==> src/rtl/srst_consts.vh <==
// constants for the soft reset control block
`ifndef SRST_CONSTS_VH
`define SRST_CONSTS_VH
`define SRST_ADDR_RESET      8'h01
`define SRST_BIT_LOGIC       0
`define SRST_BIT_FULL        1
`define SRST_BIT_RX          4
`define SRST_REG_RESET_VAL   8'h00
`define SRST_VALID_MASK      8'h13
`define SRST_PULSE_CYCLES    4
`endif

==> src/rtl/srst_pulse_stretch.v <==
// fixed-length pulse generator for one reset output
`timescale 1ns/1ps
module srst_pulse_stretch #(
  parameter CYCLES = 4
) (
  core_clk,
  sys_rst,
  trigger,
  pulseOut
);
  input  wire core_clk;
  input  wire sys_rst;
  input  wire trigger;
  output reg  pulseOut;

  reg [7:0] count_r;

  always @(posedge core_clk or posedge sys_rst) begin
    if (sys_rst) begin
      count_r  <= 8'h00;
      pulseOut <= 1'b0;
    end else if (trigger) begin
      count_r  <= CYCLES[7:0];
      pulseOut <= 1'b1;
    end else if (count_r != 8'h00) begin
      count_r  <= count_r - 8'h01;
      pulseOut <= (count_r != 8'h01);
    end else begin
      pulseOut <= 1'b0;
    end
  end
endmodule // srst_pulse_stretch

==> src/rtl/srst_soft_reset_control.v <==
// soft reset control register and reset pulse generation
`timescale 1ns/1ps
`include "srst_consts.vh"

// Functional notes
// - bit four pulses receiver reset, self-clears
// - bit one resets core logic and registers, not the receiver
// - bit zero resets logic, keeps registers
// - logic-only reset reloads strapped registers
// - logic-only reset restores listed registers' defaults
module srst_soft_reset_control #(
  parameter PULSE_CYCLES = `SRST_PULSE_CYCLES
) (
  core_clk,
  sys_rst,
  regWrEn,
  regRdEn,
  regAddr,
  regWrData,
  regRdData,
  rxResetOut,
  coreLogicResetOut,
  regFileResetOut,
  strapReloadOut,
  defaultRestoreOut
);
  input  wire       core_clk;
  input  wire       sys_rst;
  input  wire       regWrEn;
  input  wire       regRdEn;
  input  wire [7:0] regAddr;
  input  wire [7:0] regWrData;
  output reg  [7:0] regRdData;
  output wire       rxResetOut;
  output wire       coreLogicResetOut;
  output reg        regFileResetOut;
  output reg        strapReloadOut;
  output reg        defaultRestoreOut;

  // register layout: bit four receiver reset, bit one full reset,
  // bit zero logic-only reset; all other bits are not implemented

  // write decode, masked to the implemented bits
  wire       hit;
  wire       rdHit;
  wire [7:0] wrMasked;
  wire       rxTrig;
  wire       fullTrig;
  wire       logicTrig;
  wire       logicOnlyTrig;
  wire       coreTrig;

  // register image: bits set on write, cleared next cycle
  reg  [7:0] ctrl_r;
  reg  [7:0] ctrlNxt;

  // next values of the registered outputs
  reg  [7:0] rdDataNxt;
  reg        regFileNxt;
  reg        strapNxt;
  reg        restoreNxt;

  assign hit           = regWrEn && (regAddr == `SRST_ADDR_RESET);
  assign rdHit         = regRdEn && (regAddr == `SRST_ADDR_RESET);
  assign wrMasked      = regWrData & `SRST_VALID_MASK;
  assign rxTrig        = hit && wrMasked[`SRST_BIT_RX];
  assign fullTrig      = hit && wrMasked[`SRST_BIT_FULL];
  assign logicTrig     = hit && wrMasked[`SRST_BIT_LOGIC];
  // full reset wins when both core bits are written together
  assign logicOnlyTrig = logicTrig && !fullTrig;
  assign coreTrig      = fullTrig || logicTrig;

  // self-clearing: a written value is held for one cycle only
  always @* begin
    ctrlNxt = `SRST_REG_RESET_VAL;
    if (hit) begin
      ctrlNxt = wrMasked;
    end
  end

  always @(posedge core_clk or posedge sys_rst) begin
    if (sys_rst) begin
      ctrl_r <= `SRST_REG_RESET_VAL;
    end else begin
      ctrl_r <= ctrlNxt;
    end
  end

  // readback: implemented bits only, zero for other addresses
  always @* begin
    rdDataNxt = 8'h00;
    if (rdHit) begin
      rdDataNxt = ctrl_r & `SRST_VALID_MASK;
    end
  end

  always @(posedge core_clk or posedge sys_rst) begin
    if (sys_rst) begin
      regRdData <= 8'h00;
    end else begin
      regRdData <= rdDataNxt;
    end
  end

  // one-cycle strobes to the register file
  always @* begin
    regFileNxt = 1'b0;
    if (fullTrig) begin
      regFileNxt = 1'b1;
    end
  end

  always @* begin
    strapNxt = 1'b0;
    if (logicOnlyTrig) begin
      strapNxt = 1'b1;
    end
  end

  always @* begin
    restoreNxt = 1'b0;
    if (logicOnlyTrig) begin
      restoreNxt = 1'b1;
    end
  end

  always @(posedge core_clk or posedge sys_rst) begin
    if (sys_rst) begin
      regFileResetOut <= 1'b0;
    end else begin
      regFileResetOut <= regFileNxt;
    end
  end

  always @(posedge core_clk or posedge sys_rst) begin
    if (sys_rst) begin
      strapReloadOut <= 1'b0;
    end else begin
      strapReloadOut <= strapNxt;
    end
  end

  always @(posedge core_clk or posedge sys_rst) begin
    if (sys_rst) begin
      defaultRestoreOut <= 1'b0;
    end else begin
      defaultRestoreOut <= restoreNxt;
    end
  end

  // receiver and core resets are stretched; a new write restarts the count

  srst_pulse_stretch #(
    .CYCLES(PULSE_CYCLES)
  ) uRx (
    .core_clk(core_clk),
    .sys_rst (sys_rst),
    .trigger (rxTrig),
    .pulseOut(rxResetOut)
  );

  srst_pulse_stretch #(
    .CYCLES(PULSE_CYCLES)
  ) uCore (
    .core_clk(core_clk),
    .sys_rst (sys_rst),
    .trigger (coreTrig),
    .pulseOut(coreLogicResetOut)
  );
endmodule // srst_soft_reset_control
==> config.mk <==
export PLATFORM = sky130hd
export DESIGN_NAME = srst_soft_reset_control
export DESIGN_NICKNAME = d
export VERILOG_FILES = /design/src/rtl/srst_pulse_stretch.v /design/src/rtl/srst_soft_reset_control.v
export VERILOG_INCLUDE_DIRS = /design/src /design/src/rtl
export SDC_FILE = /design/constraint.sdc
export NUM_CORES = 1
export LEC_CHECK = 0
export BUFFER_PORTS_ARGS = -buffer_cell sky130_fd_sc_hd__buf_2
export CORE_MARGIN = 2
export CORE_UTILIZATION = 48
export CTS_CLUSTER_DIAMETER = 60
export DETAILED_ROUTE_END_ITERATION = 6
export PLACE_DENSITY = 0.75
export SLEW_MARGIN = 20
export SYNTH_ARGS = -nofsm -noshare
export SYNTH_HDL_FRONTEND = slang
export SYNTH_HIERARCHICAL = 1
export SYNTH_SLANG_ARGS = --single-unit
==> constraint.sdc <==
create_clock -name core_clk -period 1.85 [get_ports core_clk]
set_input_delay 0.185 -clock core_clk [delete_from_list [all_inputs] [get_ports core_clk]]
set_output_delay 0.185 -clock core_clk [all_outputs]
set_load 0.005 [all_outputs]
==> results of run 1 <==
==> power breakdown <==
group	switching [mW]	total (mW)	internal, mW	leakage, nW
Sequential	0.207	0.915	0.708	0.303
Clock	0.162	0.244	0.0824	0.0139
Combinational	0.419	0.886	0.468	0.464
Total	0.787	2.05	1.26	0.781
==> worst register-to-register path: cells and delay by family (launching register included) <==
kind	cells	cell delay, ns
AO/OA/AOI/OAI	1	0.53
multiplexers	1	0.39
flip-flops	1	0.38
adder cells (fa/ha/maj)	1	0.16
AND/OR/NAND/NOR	1	0.15
buffers and inverters	1	0.06
==> per-stage QoR <==
stage	power, mW	setup WS, ns
after floorplan	1.47	0.0373
after global placement	1.66	0.0754
after detailed placement	1.73	-0.0734
after CTS	2.01	0.0109
after global routing	2.23	0.0162
final	2.05	0.0747
==> worst max path at each step <==
stage,startpoint,endpoint,slack (ns)
floorplan,regAddr[5],uRx/count_r[3]$_DFFE_PP0P_,0.04
global placement,uCore/count_r[1]$_DFFE_PP0P_,uCore/count_r[3]$_DFFE_PP0P_,0.08
detailed placement,uCore/count_r[1]$_DFFE_PP0P_,uCore/count_r[3]$_DFFE_PP0P_,-0.07
CTS,uCore/count_r[1]$_DFFE_PP0P_,uCore/count_r[4]$_DFFE_PP0P_,0.01
global route,uRx/count_r[0]$_DFFE_PP0P_,uRx/count_r[4]$_DFFE_PP0P_,0.02
finish,uCore/count_r[0]$_DFFE_PP0P_,uCore/count_r[3]$_DFFE_PP0P_,0.07
==> metal layers <==
layer	up-vias	GRT usage, %	wire length, um
li1	577	-	-
met1	554	21.0	1200
met2	17	36.3	1610
met3	2	2.62	57
met4	0	6.82	17
met5	-	0	0
==> layout make-up <==
| type | count | area (sq um) | area share (%) |
|---|---|---|---|
| Clock inverter | 1 | 7.51 | 0.433 |
| Sequential cell | 25 | 626 | 36.0 |
| Timing Repair Buffer | 37 | 238 | 13.7 |
| Inverter | 11 | 41.3 | 2.38 |
| Clock buffer | 3 | 22.5 | 1.30 |
| Tap cell | 31 | 38.8 | 2.24 |
| Multi-Input combinational cell | 103 | 762 | 43.9 |
==> registers in the layout (all words and copies together) (netlist names) <==
name,cells
uRx/pulseOut,1
regFileResetOut,1
uCore/count_r,8
strapReloadOut,1
ctrl_r,2
regRdData,3
uCore/pulseOut,1
uRx/count_r,8
==> cells by family (layout without fill, tap and decap cells) <==
| group | count (synthesis) | after routing | synth area share (%) |
|---|---|---|---|
| AND/OR/NAND/NOR | 63 | 63 | 29.1 |
| flip-flops | 25 | 25 | 43.1 |
| AO/OA/AOI/OAI | 23 | 23 | 10.2 |
| buffers and inverters | 21 | 52 | 7.75 |
| adder cells (fa/ha/maj) | 6 | 6 | 5.17 |
| multiplexers | 6 | 6 | 4.48 |
| other | 1 | 5 | 0.258 |
==> repair_timing <==
item                                    in CTS  in global routing
hold endpoints to repair                    25                  0
setup buffers                                0                  0
endpoints found under the setup margin       2                  2
gates cloned                                 0                  0
hold buffers                                 1                  0
gates resized for setup                      3                  8
pin swaps                                    0                  3
==> layout by cell type, fill, tap and decap left out, types with 5 or more instances in the layout <==
cell type / instances
sky130_fd_sc_hd__dfrtp_1: 25
sky130_fd_sc_hd__a21oi_1: 6
sky130_fd_sc_hd__nor2_1: 12
sky130_fd_sc_hd__inv_1: 7
sky130_fd_sc_hd__nor3_1: 8
sky130_fd_sc_hd__nor3_2: 7
sky130_fd_sc_hd__buf_4: 13
sky130_fd_sc_hd__conb_1: 5
sky130_fd_sc_hd__o21ai_0: 7
sky130_fd_sc_hd__buf_2: 22
sky130_fd_sc_hd__nand2_1: 8
==> run summary, run 1 <==
number of antenna diodes = 0
maximum number of pins on one net before global-route repair = 16
IO Port Bufs = 22
kind of path behind the tightest hold check = in -> reg
clock tree root driver cell = sky130_fd_sc_hd__clkbuf_4
clock insertion delay at the later pin of the skew report = 0.32 ns
distinct cell type count after synthesis = 31
ratio of cells with drive above 1 in the final layout = 37.2%
number of buffers inserted during clock tree synthesis = 3
origin of the worst min-delay path = regWrData[0]
clock tree sinks = 25
worst r2r dst = uCore/count_r[3]$_DFFE_PP0P_
syn_area_per_cell = 10.0 sq um
cell family contributing the most delay on the critical path = compound AO/OA/AOI/OAI gates
worst-path cell chain = inv_2 -> ha_4 -> nor3b_1 -> a2111oi_1 -> mux2_2
startpoint type of the worst setup path = register
Core Area = 2810 sq um
DR WL/cell = 13.7 um
Die W = 59.0 um
Fill cells = 243
IO Pins = 33
synthesis-to-layout area growth = 19.5%
reported leakage power = 0.781 nW
Crit path largest cell delay = 0.53 ns
die outline height = 59.0 um
number of slew-limit violations in the final report = 0
Stages on worst setup path = 5
Hold Path Sink = ctrl_r[0]$_DFF_PP0_
setup clock skew after layout = 0.0120 ns
capturing element type of the critical path = register
fraction of the yosys area taken by sequential cells = 43.1%
most used flip-flop cell after synthesis = sky130_fd_sc_hd__dfrtp_1
Congestion Overflow GR = 0
critical path fanouts, max = 4
antenna violation net count after detailed routing = 0
commonest cells in the synthesized netlist = sky130_fd_sc_hd__dfrtp_1 (25), sky130_fd_sc_hd__nor2_1 (12), sky130_fd_sc_hd__inv_1 (11)
Warnings, synthesis = 6
fraction of registers with async set/reset = 100%
gate count after technology mapping = 145
Hold Path Stages = 3
Tightest Pin Transition = 0.529 ns
clock period minus worst slack = 1.78 ns
result of the run = finished clean
final-layout worst hold slack = 0.0980 ns
slowest cell on the critical path = sky130_fd_sc_hd__a2111oi_1
number of max-cap violations = 0
number of global-route vias before repair = 1192
cell accounting for the most synthesized area = sky130_fd_sc_hd__dfrtp_1
number of vias per cell after detailed routing = 5.45
RSZ-0062 raised after global routing = no
post-route cell area = 1740 sq um
Final Hold Violating Endpoints = 0
Arrival @ worst endpoint = 1.98 ns
number of placed instances, taps included = 206
wire length of the first global-routing pass = 4.97 mm
area of the mapped netlist = 1450 sq um
first-pass detailed-route iteration total = 4
Max clock buf depth = 2
deepest level of the CTS H-tree = 1
Max-slew headroom = 64.4%
sum of negative setup slack = 0 ns
final weighted congestion in routability-driven placement = 0.808
Bufs and invs on worst path = 1
critical path class = reg -> reg
portion of synthesized cell area occupied by the leading cell type = 43.1%
number of cell instances on the worst register-to-register path = 5
cell with the most instances after synthesis = sky130_fd_sc_hd__dfrtp_1
sum of routed wire length over all layers = 2.88 mm
Seq cells post-synth = 25
areal power density over the cells = 1180 nW/um^2
worst endpoint required time = 2.06 ns
initial standard-cell utilization of the core = 51.8%
number of nets in the finished design = 207
Reg2Reg Launch Point = uCore/count_r[0]$_DFFE_PP0P_
overall die area = 3480 sq um
final HPWL from detailed placement = 2.27 mm
final critical-path share of the clock period = 96.0%
R2R setup slack = 0.07 ns
IR drop worst, VDD = 0.711 mV
drt drc = 0
number of setup violations in the final report = 0
Achievable Freq = 563 MHz
Post-synth EDFFs = 0
number of rows created at floorplan = 19
total number of vias = 1150
most area-consuming cells after synthesis = sky130_fd_sc_hd__dfrtp_1 (43%), sky130_fd_sc_hd__ha_1 (5.2%), sky130_fd_sc_hd__nor3_2 (4.8%)
end-of-flow core utilization = 61.9%
Clock transition at path regs = 0.14 ns
number of DRC markers after the initial detailed-route iteration = 66
placed instance area = 1660 sq um
global-route usage over all layers = 18.9%
number of antenna violations at the first check in global routing = 0
Finished Layout Cells = 211
clock tree from TritonCTS = yes
(Power assumes the default switching activity.)
==> inputs of run 2 (changes only) <==
- clock period: 1.85 -> 1.5 ns (I/O delays scaled with it)
==> run summary, run 2 (same netlist as run 1, synthesis figures left out) <==
Internal = 2.21 mW (+76%)
switching power = 1.40 mW (+78%)
worst endpoint required time = 1.72 ns (-0.34 ns)
critical path fanouts, max = 4 (unchanged)
Congestion Overflow GR = 0 (unchanged)
wire length of the first global-routing pass = 6.04 mm (+22%)
number of max-cap violations = 0 (unchanged)
Achievable Freq = 595 MHz (+5.6%)
IO Port Bufs = 22 (unchanged)
first-pass detailed-route iteration total = 4 (unchanged)
clock tree sinks = 25 (unchanged)
number of setup violations in the final report = 8 (+8)
total number of vias = 1345 (+17%)
global-route usage over all layers = 23.0% (+4.1 points)
sum of negative setup slack = -0.786 ns (-0.786 ns)
capturing element type of the critical path = register
DR WL/cell = 14.8 um (+8.2%)
final HPWL from detailed placement = 2.46 mm (+8.7%)
power share of the sequential group = 30.1% (-15 points)
final weighted congestion in routability-driven placement = 0.937 (+16%)
number of nets in the finished design = 245 (+18%)
result of the run = finished with violations
IR drop worst, VDD = 1.10 mV (+54%)
Clock power frac = 8.7% (-3.2 points)
part of the total power dissipated in combinational logic = 61.2% (+18 points)
clock tree from TritonCTS = yes
Core Area = 2810 sq um (unchanged)
most common cell after layout, fill and taps aside = sky130_fd_sc_hd__buf_4
number of rows created at floorplan = 19 (unchanged)
Switching Fraction = 38.8% (+0.31 points)
sum of routed wire length over all layers = 3.68 mm (+28%)
deepest level of the CTS H-tree = 1 (unchanged)
clock tree root driver cell = sky130_fd_sc_hd__clkbuf_4
top library cells by usage in the layout, fill and taps aside = sky130_fd_sc_hd__buf_4 (46), sky130_fd_sc_hd__dfrtp_1 (25), sky130_fd_sc_hd__buf_2 (22), sky130_fd_sc_hd__nor2_1 (12), sky130_fd_sc_hd__nor3_2 (8)
violations in the final reports = setup timing
ratio of cells with drive above 1 in the final layout = 56.9% (+20 points)
number of buffers inserted during clock tree synthesis = 3 (unchanged)
PnR Total Power = 3.62 mW (+77%)
maximum number of pins on one net before global-route repair = 16 (unchanged)
IO Pins = 33 (unchanged)
Clock transition at path regs = 0.14 ns (about the same)
number of antenna violations at the first check in global routing = 0 (unchanged)
initial standard-cell utilization of the core = 51.8% (unchanged)
drt drc = 0 (unchanged)
Max clock buf depth = 2 (unchanged)
critical path class = reg -> reg
number of slew-limit violations in the final report = 0 (unchanged)
setup clock skew after layout = 0.00159 ns (-0.0104 ns)
final critical-path share of the clock period = 112% (+16 points)
number of placed instances, taps included = 227 (+10%)
areal power density over the cells = 1630 nW/um^2 (+38%)
Die W = 59.0 um (unchanged)
reported leakage power = 1.07 nW (+37%)
overall die area = 3480 sq um (unchanged)
number of antenna diodes = 0 (unchanged)
clock insertion delay at the later pin of the skew report = 0.32 ns (about the same)
number of global-route vias before repair = 1383 (+16%)
fin worst setup slack = -0.181 ns (-0.256 ns)
kind of path behind the tightest hold check = in -> reg
number of DRC markers after the initial detailed-route iteration = 51 (-23%)
number of vias per cell after detailed routing = 5.40 (-0.89%)
startpoint type of the worst setup path = register
synthesis-to-layout area growth = 53.0%
Finished Layout Cells = 249 (+18%)
clock period minus worst slack = 1.68 ns (-0.0944 ns)
final-layout worst hold slack = 0.0630 ns (-0.0350 ns)
antenna violation net count after detailed routing = 0 (unchanged)
die outline height = 59.0 um (unchanged)
Arrival @ worst endpoint = 1.90 ns (-0.08 ns)
pre-CTS worst setup slack = -0.207 ns (-0.133 ns)
registers with the most flip-flops = uCore/count_r (8), uRx/count_r (8), regRdData (3)
Final Hold Violating Endpoints = 0 (unchanged)
RSZ-0062 raised after global routing = yes
-- run 2: layout make-up --
| class | instances | area, sq um |
|---|---|---|
| multi-input cells | 103 | 953 |
| clock buffers | 3 | 22.5 |
| flip-flops and latches | 25 | 626 |
| well taps | 31 | 38.8 |
| inverters | 11 | 41.3 |
| fillers | 177 | 583 |
| clock inverters | 1 | 7.51 |
| repair buffers | 75 | 533 |
-- run 2: through the flow --
step                      util, %  area, sq um
after global routing         79.2         2220
after global placement       66.4         1860
after CTS                    74.1         2080
after floorplan                 -         1550
final                        79.2         2220
after detailed placement     66.4         1860
-- run 2: worst max-delay path, cell delays in order (launching register included) --
cell,delay [ns]
sky130_fd_sc_hd__dfrtp_1,0.42
sky130_fd_sc_hd__or4_4,0.58
sky130_fd_sc_hd__o211ai_1,0.25
sky130_fd_sc_hd__mux2_4,0.33
-- run 2: path summary, 6_finish.rpt --
kind                                             from                          to  slack (ns)  cells after the start
setup / recovery           uRx/count_r[4]$_DFFE_PP0P_  uRx/count_r[4]$_DFFE_PP0P_       -0.18                      3
hold / removal                           regWrData[1]   regFileResetOut$_DFF_PP0_        0.06                      3
setup reg to reg           uRx/count_r[4]$_DFFE_PP0P_  uRx/count_r[4]$_DFFE_PP0P_       -0.18                      3
hold reg to reg                   ctrl_r[0]$_DFF_PP0_      regRdData[0]$_DFF_PP0_        0.51                      2
max in group asynchronous                     sys_rst  uRx/count_r[3]$_DFFE_PP0P_        0.86                      3
min in group asynchronous                     sys_rst         ctrl_r[4]$_DFF_PP0_        0.31                      3
-- run 2: power groups by stage --
stage               Combinational (mW)  Clock [mW]  Sequential (mW)
CTS                               1.86       0.330             1.06
detailed placement                1.47           0             1.07
finish                            2.21       0.314             1.09
floorplan                        0.805           0             1.10
global route                      2.39       0.351             1.11
global placement                  1.41           0             1.06
-- run 2: per-layer routing --
metal	track usage [%]	wire length, um
met3	1.97	68
met4	7.14	51
met2	43.7	2090
met5	0	0
met1	27.2	1470
-- run 2: what timing repair did --
item | in CTS | in global routing
setup endpoints to repair | 11 | 16
resized for setup | 20 | 21
hold endpoints to repair | 25 | 0
cloned | 0 | 0
buffers inserted | 11 | 10
hold buffers | 1 | 0
pin swaps | 11 | 8
==> inputs of run 3 (changes only) <==
==> constraint.sdc (replaced) <==
create_clock -name core_clk -period 1.5 [get_ports core_clk]
set_input_delay 0.3 -clock core_clk [delete_from_list [all_inputs] [get_ports core_clk]]
set_output_delay 0.3 -clock core_clk [all_outputs]
set_load 0.005 [all_outputs]
==> run summary, run 3 (same netlist as run 1, synthesis figures left out) <==
sum of negative setup slack = -0.865 ns (-0.0793 ns)
final weighted congestion in routability-driven placement = 0.853 (-9.0%)
critical path class = reg -> reg
result of the run = finished with violations
DR WL/cell = 16.2 um (+9.9%)
most common cell after layout, fill and taps aside = sky130_fd_sc_hd__buf_4
Fill cells = 198 (+12%)
first-pass detailed-route iteration total = 4 (unchanged)
die outline height = 59.0 um (unchanged)
startpoint type of the worst setup path = register
top library cells by usage in the layout, fill and taps aside = sky130_fd_sc_hd__buf_4 (44), sky130_fd_sc_hd__dfrtp_1 (25), sky130_fd_sc_hd__buf_2 (22), sky130_fd_sc_hd__nor2_1 (12)
number of buffers inserted during clock tree synthesis = 3 (unchanged)
deepest level of the CTS H-tree = 1 (unchanged)
R2R setup slack = -0.23 ns (-0.04 ns)
capturing element type of the critical path = register
number of antenna diodes = 0 (unchanged)
overall die area = 3480 sq um (unchanged)
number of global-route vias before repair = 1322 (-4.4%)
clock tree sinks = 25 (unchanged)
pre-CTS worst setup slack = -0.383 ns (-0.177 ns)
synthesis-to-layout area growth = 46.3%
number of DRC markers after the initial detailed-route iteration = 63 (+24%)
end-of-flow core utilization = 75.7% (-3.5 points)
number of rows created at floorplan = 19 (unchanged)
wire length of the first global-routing pass = 5.60 mm (-7.3%)
clock period minus worst slack = 1.73 ns (+0.0442 ns)
number of setup violations in the final report = 9 (+1)
fin worst setup slack = -0.225 ns (-0.0442 ns)
Max clock buf depth = 2 (unchanged)
registers with the most flip-flops = uCore/count_r (8), uRx/count_r (8), regRdData (3)
kind of path behind the tightest hold check = in -> reg
clock tree root driver cell = sky130_fd_sc_hd__clkbuf_4
post-route cell area = 2120 sq um (-4.4%)
placed instance area = 1860 sq um (-0.13%)
Achievable Freq = 580 MHz (-2.6%)
violations in the final reports = setup timing
Clock transition at path regs = 0.14 ns (about the same)
number of slew-limit violations in the final report = 0 (unchanged)
total number of vias = 1369 (+1.8%)
IR drop worst, VDD = 1.00 mV (-8.5%)
reported leakage power = 1.02 nW (-4.8%)
number of antenna violations at the first check in global routing = 0 (unchanged)
Final Hold Violating Endpoints = 0 (unchanged)
setup clock skew after layout = 0.00588 ns (+0.00429 ns)
IO Port Bufs = 22 (unchanged)
Congestion Overflow GR = 0 (unchanged)
initial standard-cell utilization of the core = 51.8% (unchanged)
number of max-cap violations = 0 (unchanged)
antenna violation net count after detailed routing = 0 (unchanged)
maximum number of pins on one net before global-route repair = 15 (-1)
area used by multi-input combinational logic = 907 sq um (-4.9%)
sum of routed wire length over all layers = 3.96 mm (+7.7%)
number of nets in the finished design = 240 (-2.0%)
number of vias per cell after detailed routing = 5.61 (+3.9%)
worst endpoint required time = 1.73 ns (about the same)
clock insertion delay at the later pin of the skew report = 0.33 ns (about the same)
IO Pins = 33 (unchanged)
drt drc = 0 (unchanged)
Core Area = 2810 sq um (unchanged)
final HPWL from detailed placement = 2.52 mm (+2.1%)
ratio of cells with drive above 1 in the final layout = 54.0% (-2.9 points)
areal power density over the cells = 1620 nW/um^2 (-0.73%)
sequential cell area = 626 sq um (unchanged)
clock tree from TritonCTS = yes
critical path fanouts, max = 3 (-1)
global-route usage over all layers = 21.2% (-1.8 points)
Die W = 59.0 um (unchanged)
final critical-path share of the clock period = 115% (+2.9 points)
RSZ-0062 raised after global routing = yes
Arrival @ worst endpoint = 1.95 ns (+0.05 ns)
-- run 3: cell types whose count changed in the layout (fill, tap and decap cells not counted), sizes merged --
cell      previous run  this run
buf                 74        69
clkinv               0         1
clkinvlp             1         0
-- run 3: timing repair --
item | in CTS | in global routing
buffers inserted | 3 | 5
hold buffers | 1 | 0
pin swaps | 7 | 7
endpoints found under the hold margin | 25 | 0
resized for setup | 18 | 22
setup endpoints to repair | 11 | 17
-- run 3: where the power goes --
part,switching [mW],internal (mW),leakage (nW)
Sequential,0.183,0.873,0.303
Combinational,0.956,1.11,0.696
Clock,0.215,0.100,0.0177
-- run 3: critical path, cell delays in order, from the launching register on --
cell and delay, ns:
sky130_fd_sc_hd__dfrtp_1 0.42, sky130_fd_sc_hd__inv_2 0.08, sky130_fd_sc_hd__ha_4 0.14, sky130_fd_sc_hd__or3b_4 0.38, sky130_fd_sc_hd__o211ai_1 0.28, sky130_fd_sc_hd__mux2_4 0.33
-- run 3: worst paths after layout --
path,start,end,cells after the start
max in group asynchronous,sys_rst,uRx/count_r[7]$_DFFE_PP0P_,3
worst min register to register,ctrl_r[0]$_DFF_PP0_,regRdData[0]$_DFF_PP0_,2
worst min-delay path,regRdEn,regRdData[0]$_DFF_PP0_,3
worst max-delay path,uCore/count_r[1]$_DFFE_PP0P_,uCore/count_r[4]$_DFFE_PP0P_,5
min in group asynchronous,sys_rst,regRdData[0]$_DFF_PP0_,3
worst max register to register,uCore/count_r[1]$_DFFE_PP0P_,uCore/count_r[4]$_DFFE_PP0P_,5
-- run 3: area by class of cell --
cell class              instances  area share [%]
repair buffers                 70            22.8
clock inverters                 1           0.236
flip-flops and latches         25            29.4
clock buffers                   3            1.06
multi-input cells             103            42.7
well taps                      31            1.83
inverters                      11            1.94
-- run 3: through the flow --
| step | hold slack, ns | power, mW | cells |
|---|---|---|---|
| after global routing | 0.209 | 3.63 | 244 |
| after global placement | 0.249 | 2.43 | 231 |
| after CTS | 0.208 | 3.04 | 239 |
| after detailed placement | 0.255 | 2.52 | 231 |
| after floorplan | 0.103 | 1.83 | 149 |
| final | 0.204 | 3.43 | 244 |
-- run 3: routing by layer --
layer  vias to the layer above  GRT usage [%]  wire length, um  part of all wire [%]
met5                         -              0                0                     0
met2                        60           40.8             2090                    53
met4                         0           6.17              107                   2.7
met1                       659           24.7             1500                    38
li1                        639              -                -                     -
met3                        11           1.97              267                   6.7
